`src/inc/protector_pkg.sv`:
```
// shared constants for the protection fet and ldo controller
package protector_pkg;
   // apb register byte offsets
   localparam logic [7:0] OFS_CELLCFG  = 8'h00;
   localparam logic [7:0] OFS_FETCFG   = 8'h04;
   localparam logic [7:0] OFS_AUTODSG  = 8'h08;
   localparam logic [7:0] OFS_AUTOCHG  = 8'h0c;
   localparam logic [7:0] OFS_CMD      = 8'h10;
   localparam logic [7:0] OFS_LDOCFG   = 8'h14;
   localparam logic [7:0] OFS_STATUS   = 8'h18;
   localparam logic [7:0] OFS_CELLMASK = 8'h1c;
   // fetcfg field positions
   localparam int FC_SERIES   = 0;
   localparam int FC_BODYDIO  = 1;
   localparam int FC_FORCEOK  = 2;
   localparam int FC_DIEOFF   = 3;
   localparam int FC_REFDIAG  = 4;
   // cmd field positions
   localparam int CM_BLKDSG   = 0;
   localparam int CM_BLKCHG   = 1;
   localparam int CM_FRCDSG   = 2;
   localparam int CM_FRCCHG   = 3;
   // ldocfg field positions
   localparam int LC_LEVEL    = 0;
   localparam int LC_ENABLE   = 3;
   localparam int LC_OTOFF    = 4;
   // fault vector bit positions (same for both auto masks)
   localparam int F_UV   = 0;
   localparam int F_OV   = 1;
   localparam int F_OTD  = 2;
   localparam int F_UTD  = 3;
   localparam int F_OTC  = 4;
   localparam int F_UTC  = 5;
   localparam int F_DISCHARGE_OVERCURRENT_ONE = 6;
   localparam int F_DISCHARGE_OVERCURRENT_TWO = 7;
   localparam int F_SCD  = 8;
   localparam int F_OCC  = 9;
   localparam int F_DIAG = 10;
   localparam int F_REF  = 11;
   localparam int NFAULT = 12;
   // reset values
   localparam logic [2:0]  CELLCFG_RST = 3'h7;
   localparam logic [4:0]  FETCFG_RST  = 5'h13;
   localparam logic [11:0] AUTODSG_RST = 12'hdcd;
   localparam logic [11:0] AUTOCHG_RST = 12'hf36;
   localparam logic [4:0]  LDOCFG_RST  = 5'h0b;
   // timing
   localparam int CLK_MHZ        = 100;
   localparam int CHG_PULL_US    = 100;
   localparam int CHG_PULL_CYC   = CHG_PULL_US * CLK_MHZ;
   localparam int LFO_DIV        = 3052;
   localparam int MUX_SLOTS      = 11;
   // mux slot codes
   typedef enum logic [3:0] {
      MUX_CELL0 = 4'h0, MUX_DIE = 4'h7, MUX_THERM = 4'h8,
      MUX_CORE = 4'h9, MUX_GND = 4'ha
   } mux_slot_t;
endpackage

```
`src/design/cell_usage_map.sv`:
```
// maps configured cell count to evaluated tap pairs
`timescale 1ns/10ps
module cell_usage_map (
   // configuration
   input  wire logic [2:0] cellCount,
   // evaluated pairs, bit n is tap n+1 minus tap n
   output logic      [6:0] pairUsed
);
   // pairs outside the list are treated as shorted
   always_comb begin
      unique case (cellCount)
         3'h7:    pairUsed = 7'h7f;
         3'h6:    pairUsed = 7'h77;
         3'h5:    pairUsed = 7'h57;
         3'h4:    pairUsed = 7'h55;
         3'h3:    pairUsed = 7'h51;
         3'h2:    pairUsed = 7'h41;
         default: pairUsed = 7'h7f;              // 0,1 illegal: keep all
      endcase
   end
endmodule

```
`src/design/protection_fet_ctrl.sv`:
```
// protection fet drive, measurement sequencing and external ldo control
// Notes on behaviour
// - fewer than seven cells evaluate fixed tap pairs; others are shorted.
// - cell protections of unused inputs are switched off.
// - die overtemperature turns fets off and optionally powers off.
// - thermistor bias is on only during the temperature slot.
// - series body-diode mode may turn on the blocked driver.
// - body-diode decisions need current above the threshold.
// - discharge drive high unless blocked or an enabled fault.
// - forced-on commands apply only when configuration permits.
// - discharge off suspends both discharge overcurrent and short checks.
// - charge drive high unless blocked or an enabled fault.
// - overcurrent circuitry keeps running whatever the charge drive.
// - charge off pulls the pin low for 100 us, then releases.
// - masks select which faults autonomously control each driver.
// - reference ratio out of range raises alert or fault if enabled.
// - mux sequences cells, die sensor, thermistor, core rail, ground.
// - ldo stays disabled or enables on each exit from power-off.
// - ldo level setting selects one of five output voltages.
// - ldo enables at power-up without host traffic.
// - die above about 120 C disables ldo, optionally powers off.
// - ldo returns on its own once the die cools, if not off.
// - power-off clears registers; reload comes at next power-up.
`timescale 1ns/10ps
module protection_fet_ctrl
   import protector_pkg::*;
#(
   parameter int PULL_CYCLES = CHG_PULL_CYC,
   parameter int DIV_CYCLES  = LFO_DIV
) (
   // clock and reset
   input  wire logic                         clock,
   input  wire logic                         srst,
   // apb slave
   input  wire logic                         psel,
   input  wire logic                         penable,
   input  wire logic                         pwrite,
   input  wire logic [7:0]                   paddr,
   input  wire logic [31:0]                  pwdata,
   output logic      [31:0]                  prdata,
   output logic                              pready,
   output logic                              pslverr,
   // comparator and fault flags from the analog front end
   input  wire logic [protector_pkg::NFAULT-1:0] faultRaw,
   input  wire logic [6:0]                   cellFaultRaw,
   input  wire logic                         dieOverTempRaw,
   input  wire logic                         ldoOverTempRaw,
   input  wire logic                         refRatioBadRaw,
   input  wire logic                         chargingRaw,
   input  wire logic                         dischargingRaw,
   input  wire logic                         bodyCurrentHighRaw,
   // otp strap at power-up
   input  wire logic                         otpLdoEnable,
   // fet drivers
   output logic                              discharge_fet_drive,
   output logic                              charge_fet_drive,
   output logic                              chargePullLow,
   output logic                              dischargeOcEnable,
   output logic                              chargeOcEnable,
   // measurement front end
   output logic      [3:0]                   muxSelect,
   output logic                              thermBiasOn,
   output logic      [6:0]                   cellProtEnable,
   // ldo and power state
   output logic                              external_ldo_output,
   output logic      [2:0]                   ldoLevel,
   output logic                              power_off_state
);
   localparam int NIN = NFAULT + 13;

   // next used cell pair after the current slot; die slot once none is left.
   // shorted pairs are never visited, so no time is spent measuring a
   // pair whose protections are switched off anyway
   function automatic logic [3:0] next_used_pair(input logic [3:0] cur,
                                                 input logic [6:0] used);
      logic [3:0] pick;
      pick = 4'h7;
      for (int i = 6; i >= 1; i--) begin
         if (i > int'(cur) && used[i]) begin
            pick = 4'(i);
         end
      end
      return pick;
   endfunction

   // true when any fault that the mask hands to a driver is present
   function automatic logic any_enabled(input logic [NFAULT-1:0] flags,
                                        input logic [NFAULT-1:0] mask);
      return |(flags & mask);
   endfunction

   // two-flop synchroniser for every analog flag
   logic [NIN-1:0] syncA, syncB, rawAll;
   assign rawAll = {faultRaw, cellFaultRaw, dieOverTempRaw, ldoOverTempRaw,
                    refRatioBadRaw, chargingRaw, dischargingRaw,
                    bodyCurrentHighRaw};
   always_ff @(posedge clock) begin
      if (srst) begin
         syncA <= '0;
         syncB <= '0;
      end else begin
         syncA <= rawAll;
         syncB <= syncA;
      end
   end

   logic [NFAULT-1:0] fault;
   logic [6:0]        cellFault;
   logic              dieHot, ldoHot, refBad, charging, discharging;
   logic              bodyHigh;
   assign {fault, cellFault, dieHot, ldoHot, refBad, charging, discharging,
           bodyHigh} = syncB;

   // low-frequency tick: fet drives and mux slot only update at this rate
   logic [15:0] divCount;
   logic        lfTick;
   always_ff @(posedge clock) begin
      if (srst || lfTick) divCount <= '0;
      else                divCount <= divCount + 16'h0001;
   end
   assign lfTick = (divCount == 16'(DIV_CYCLES - 1));

   // configuration registers, cleared by power-off as well as reset
   logic [2:0]        cellCount;
   logic [4:0]        fetCfg;
   logic [NFAULT-1:0] autoDsg, autoChg;
   logic [3:0]        cmd;
   logic [4:0]        ldoCfg;
   logic              wrEn, rdEn, mapped;
   logic              clearAll;
   assign wrEn = psel && penable && pwrite;
   assign rdEn = psel && penable && !pwrite;
   assign clearAll = srst || power_off_state;
   always_ff @(posedge clock) begin
      if (clearAll) begin
         cellCount <= CELLCFG_RST;
         fetCfg    <= FETCFG_RST;
         autoDsg   <= AUTODSG_RST;
         autoChg   <= AUTOCHG_RST;
         cmd       <= '0;
         ldoCfg    <= LDOCFG_RST;
      end else if (wrEn) begin
         unique case (paddr)
            OFS_CELLCFG: cellCount <= pwdata[2:0];
            OFS_FETCFG:  fetCfg    <= pwdata[4:0];
            OFS_AUTODSG: autoDsg   <= pwdata[NFAULT-1:0];
            OFS_AUTOCHG: autoChg   <= pwdata[NFAULT-1:0];
            OFS_CMD:     cmd       <= pwdata[3:0];
            OFS_LDOCFG:  ldoCfg    <= pwdata[4:0];
            default: ;
         endcase
      end
   end

   // cell usage map and protection masking
   logic [6:0] pairUsed;
   cell_usage_map u_map (
      .cellCount (cellCount),
      .pairUsed  (pairUsed)
   );
   assign cellProtEnable = pairUsed;
   logic cellUvOv;
   assign cellUvOv = |(cellFault & pairUsed);

   // reference ratio diagnostic feeds fault bit when enabled
   logic [NFAULT-1:0] faultEff;
   always_comb begin
      faultEff = fault;
      faultEff[F_UV] = fault[F_UV] & cellUvOv;
      faultEff[F_OV] = fault[F_OV] & cellUvOv;
      faultEff[F_REF] = refBad & fetCfg[FC_REFDIAG];
   end

   // measurement mux sequencer, one slot per tick
   // order: used cell pairs, die sensor, thermistor, core rail, ground.
   // the bottom pair is always used, so slot 0 needs no skip logic
   logic [3:0] slot;
   always_ff @(posedge clock) begin
      if (srst) begin
         slot <= '0;
      end else if (lfTick) begin
         if (slot == 4'(MUX_SLOTS - 1)) begin
            slot <= '0;
         end else if (slot < 4'h7) begin
            slot <= next_used_pair(slot, pairUsed);
         end else begin
            slot <= slot + 4'h1;
         end
      end
   end
   assign muxSelect = slot;
   // bias only while the thermistor is sampled, saves pullup current
   assign thermBiasOn = (slot == MUX_THERM);

   // driver decisions, registered at tick rate
   logic blockDsg, blockChg, dsgFaultOn, chgFaultOn, bodyOk;
   // a fault only acts on a driver when its mask bit hands it control;
   // faults left out of a mask are still reported in the status word
   assign dsgFaultOn = any_enabled(faultEff, autoDsg);
   assign chgFaultOn = any_enabled(faultEff, autoChg);
   assign bodyOk = fetCfg[FC_SERIES] && fetCfg[FC_BODYDIO] && bodyHigh;
   assign blockDsg = cmd[CM_BLKDSG] || dieHot;
   assign blockChg = cmd[CM_BLKCHG] || dieHot;
   logic next_dsg, next_chg;
   always_comb begin
      next_dsg = !blockDsg && !dsgFaultOn;
      next_chg = !blockChg && !chgFaultOn;
      if (fetCfg[FC_FORCEOK] && cmd[CM_FRCDSG] && !dieHot)
         next_dsg = 1'b1;
      if (fetCfg[FC_FORCEOK] && cmd[CM_FRCCHG] && !dieHot)
         next_chg = 1'b1;
      if (bodyOk && charging && dsgFaultOn && next_chg && !dieHot)
         next_dsg = 1'b1;
      if (bodyOk && discharging && chgFaultOn && next_dsg && !dieHot)
         next_chg = 1'b1;
   end
   always_ff @(posedge clock) begin
      if (clearAll) begin
         discharge_fet_drive <= 1'b0;
         charge_fet_drive    <= 1'b0;
      end else if (lfTick) begin
         discharge_fet_drive <= next_dsg;
         charge_fet_drive    <= next_chg;
      end
   end
   // discharge overcurrent checks sleep with the fet to save power
   assign dischargeOcEnable = discharge_fet_drive;
   assign chargeOcEnable = 1'b1;

   // active pull-low window after charge turns off
   logic [15:0] pullCount;
   logic        chgPrev;
   always_ff @(posedge clock) begin
      if (srst) begin
         chgPrev   <= 1'b0;
         pullCount <= '0;
      end else begin
         chgPrev <= charge_fet_drive;
         if (chgPrev && !charge_fet_drive)
            pullCount <= 16'(PULL_CYCLES);
         else if (pullCount != 16'h0000)
            pullCount <= pullCount - 16'h0001;
      end
   end
   assign chargePullLow = (pullCount != 16'h0000);

   // power-off entry from die or ldo overtemperature when configured
   always_ff @(posedge clock) begin
      if (srst) power_off_state <= 1'b0;
      else if (dieHot && fetCfg[FC_DIEOFF]) power_off_state <= 1'b1;
      else if (ldoHot && ldoCfg[LC_OTOFF]) power_off_state <= 1'b1;
   end

   // otp strap caught after reset release, not under it
   logic ldoStrap;
   always_ff @(posedge clock) begin
      if (srst) ldoStrap <= 1'b0;
      else ldoStrap <= otpLdoEnable;
   end

   // ldo on without host traffic, off while hot, back once cool
   always_ff @(posedge clock) begin
      if (srst || power_off_state) external_ldo_output <= 1'b0;
      else external_ldo_output <= ldoStrap && ldoCfg[LC_ENABLE] && !ldoHot;
   end
   assign ldoLevel = ldoCfg[2:0];

   // apb read mux; unmapped address answers slverr
   always_comb begin
      mapped = 1'b1;
      prdata = '0;
      unique case (paddr)
         OFS_CELLCFG:  prdata[2:0] = cellCount;
         OFS_FETCFG:   prdata[4:0] = fetCfg;
         OFS_AUTODSG:  prdata[NFAULT-1:0] = autoDsg;
         OFS_AUTOCHG:  prdata[NFAULT-1:0] = autoChg;
         OFS_CMD:      prdata[3:0] = cmd;
         OFS_LDOCFG:   prdata[4:0] = ldoCfg;
         OFS_STATUS:   prdata = {8'h00, faultEff, slot, dieHot, ldoHot,
                                 external_ldo_output, chargePullLow,
                                 charge_fet_drive, discharge_fet_drive,
                                 power_off_state, refBad & fetCfg[FC_REFDIAG]};
         OFS_CELLMASK: prdata[6:0] = pairUsed;
         default:      mapped = 1'b0;
      endcase
      if (!rdEn) prdata = '0;
   end
   assign pready = 1'b1;
   assign pslverr = psel && penable && !mapped;
endmodule

```
`config.mk`:
```
export PLATFORM = sky130hd
export DESIGN_NAME = protection_fet_ctrl
export DESIGN_NICKNAME = d
export VERILOG_FILES = /design/src/inc/protector_pkg.sv /design/src/design/cell_usage_map.sv /design/src/design/protection_fet_ctrl.sv
export SDC_FILE = /design/constraint.sdc
export NUM_CORES = 1
export LEC_CHECK = 0
export BUFFER_PORTS_ARGS = -buffer_cell sky130_fd_sc_hd__buf_2
export CORE_UTILIZATION = 25
export CTS_BUF_LIST = sky130_fd_sc_hd__clkbuf_2 sky130_fd_sc_hd__clkbuf_4 sky130_fd_sc_hd__clkbuf_8
export CTS_CLUSTER_SIZE = 28
export DETAILED_ROUTE_END_ITERATION = 10
export SYNTH_ARGS = -nofsm -noshare
export SYNTH_HDL_FRONTEND = slang
export SYNTH_SLANG_ARGS = --single-unit
```
`constraint.sdc`:
```
create_clock -name clock -period 4.32 [get_ports clock]
set_input_delay 0.864 -clock clock [delete_from_list [all_inputs] [get_ports clock]]
set_output_delay 0.864 -clock clock [all_outputs]
set_load 0.005 [all_outputs]
```
==> metrics.md <==
| Metric | Value |
|---|---|
| Final GP Congestion | `0.842` |
| CP Cell Sequence | `buf_2, or4_1, nor3b_2, and2_1, a22o_1, a21oi_1, a21oi_1, buf_2` |
| # Max-Cap Violations | `0` |
| Overall power | `3.02 mW` |
| PortBufs | `93` |
| Clock buffer depth | `2` |
| Root Driver | `clkbuf_8` |
| Final WS setup | `445 ps` |
| FF-to-FF Start | `pullCount[0]` |
| Clock Skews | `10.4 ps` |
| Num CTS Buffers | `17` |
| Synth Instances | `687` |
| Crit Path Category | `input pin to output pin` |
| Yosys warns | `0` |
| Htree depth | `4` |
| Count leader, synth | `dfxtp_1` |
| Hold Vio Cnt, Final | `0` |
| Unique masters post-synth | `66` |
| CTS clk-pin slew, worst paths | `80 ps` |
| Hold Path Class | `flip-flop to flip-flop` |
| Largest net degree at the start of global routing | `64` |
| Maximum clock rate | `258 MHz` |
| Tightest Pin Transition | `635 ps` |
| Min-delay src | `syncA[15]` |
| #FFs+latches synth | `131` |
| First-pass GRT wire length | `25800 um` |
| Chip width | `156 um` |
| CTS-repair resized insts | `0` |
| Post-Place Cells | `1054` |
| Place WS | `428 ps` |
| Synth area leader | `dfxtp_1` |
| Layout cells sized above 1 | `19.5%` |
| Power per cell area | `434 nW/um^2` |
| CTS tree | `yes` |
| First-pass detailed-route iteration total | `5` |
| CP max stage cell | `or4_1` |
| RSZ-0062 raised after global routing | `no` |
| Multi-input gate area | `3000 sq um` |
| Setup Viol. Count Final | `0` |
| Critical Path AT | `3010 ps` |
| Vias | `4987` |
| Synth top area share | `44.4%` |
| Crit start category | `input pin` |
| Fin area | `6950 sq um` |
| CTS Hold Buffers Added | `0` |
| DRT antenna net count | `0` |
| Layout Nets | `836` |
| DR vias/cell | `4.59` |
| Vias in the first global route | `4705` |
| Synth cell count leaders | `dfxtp_1, nand2_1, nor2_1` |
| Final HPWL DP | `12200 um` |
| DR WL/cell | `15.1 um` |
| Reg area | `2620 sq um` |
| Max incr delay on CP | `640 ps` |
| Filler cells | `2473` |
| Area Overhead vs Synth | `17.6%` |
| Setup bufs post-CTS | `0` |
| Register area share after synthesis | `44.4%` |
| Worst skew pair latency | `450 ps` |
| Setup_tns | `0 ps` |
| Initial drt markers | `441` |
| Final cell count without fillers | `1086` |
| Cell Area, Placed | `6560 sq um` |
| Worst-path fanout max | `8` |
| Io pins | `127` |
| Worst Setup SP | `paddr[1]` |
| Row cnt | `55` |
| Total wire length | `16400 um` |
| Outcome | `completed` |
| Synth area leaders | `dfxtp_1, nor2b_1, nand2_1` |
| Drc violations | `0` |
| Overflow after GRT | `0` |
| WHS | `437 ps` |
| Post-synth EDFFs | `0` |
| Die area | `24300 sq um` |
| Syn Std Cell Area | `5910 sq um` |
| # diodes | `0` |
| Post-synth ARST share | `0%` |
| P_leak | `2.77 nW` |
| Slew margin rel. | `57.7%` |
| Initial core utilization | `25.8%` |
| Die Y-Extent | `156 um` |
| Finished Core Util | `30.3%` |
| Max-slew violations | `0` |
| Initial antenna violation count | `0` |
| Gr usage total | `14.0%` |
| Crit path required time | `3460 ps` |
| Synthesized area per cell | `8.60 sq um` |
| Crit end category | `output pin` |
| Period utilisation layout | `89.7%` |
| VDD IR max | `0.000188 V` |
| Clock Sinks | `131` |
| Crit path time final | `3880 ps` |
| Core Region | `22900 sq um` |
| Synth Flop Type | `dfxtp_1` |
registers in the layout, summed over array words and instances (netlist names):
| signal | cells |
|---|---|
| charge_fet_drive | 1 |
| external_ldo_output | 1 |
| dischargeOcEnable | 1 |
| syncA | 24 |
| autoDsg | 12 |
| ldoCfg | 5 |
| syncB | 24 |
| divCount | 16 |
| pullCount | 16 |
| autoChg | 12 |
| muxSelect | 4 |
| cellCount | 3 |
| chgPrev | 1 |
| fetCfg | 5 |
| power_off_state | 1 |
| cmd | 4 |
| ldoStrap | 1 |
final cells by class:
cell class | count | area share, %
sequential | 131 | 37.7
timing repair buffer | 97 | 7.13
inverter | 12 | 0.648
clock buffer | 20 | 3.87
clock inverter | 12 | 1.76
multi-input combinational | 501 | 43.2
tap | 313 | 5.64
layout by cell type, fill, tap and decap left out, types with 4 or more instances in the layout:
cell      instances
nand2_1          83
a22oi_1          17
nor4_1            7
xor2_1            6
buf_2            93
nor2b_1          54
and3_1            6
xnor2_1          16
ha_1              5
nand3_1          32
nand4_1           4
a22o_1            8
dfxtp_1         131
or3_1             7
nor3_1           17
a21oi_1          35
inv_6             4
mux2i_1          20
nand2b_1          6
a31oi_1           7
clkbuf_8         19
and2_1           18
buf_4             4
conb_1           12
inv_1            12
o21ai_0          17
nor2_1           67
per-layer routing:
layer | part of all wire, % | GRT usage [%] | vias up
met4 | 1.2 | 4.86 | 0
met2 | 45 | 21.7 | 160
li1 | - | - | 2493
met3 | 6.0 | 3.31 | 17
met5 | 0 | 0 | -
met1 | 47 | 18.8 | 2317
worst max-delay path: cells and delay by family:
family | cells | cell delay, ps
buf+inv | 2 | 230
compound gates | 3 | 470
simple gates | 3 | 1430
path summary, 6_finish.rpt:
path,end,slack [ps],cells after the start
max,prdata[4],440,8
min reg2reg,syncB[15],440,1
min,syncB[15],440,1
max reg2reg,pullCount[10],1790,8
report_power, final:
part | switching [mW] | internal, mW
clock | 0.517 | 0.504
combinational | 0.337 | 0.285
sequential | 0.0793 | 1.30
kinds of logic after synthesis:
| family | count (synthesis) | synth area share (%) |
|---|---|---|
| and+or+nand+nor | 324 | 27.9 |
| DFF | 131 | 44.4 |
| AOI/OAI and AO/OA | 114 | 13.4 |
| buffers and inverters | 65 | 5.46 |
| muxes | 24 | 4.34 |
| xor gates and xnor gates | 22 | 3.26 |
| adders and majority gates | 5 | 1.06 |
| other | 2 | 0.127 |
Power figures use the tool's default switching activity.
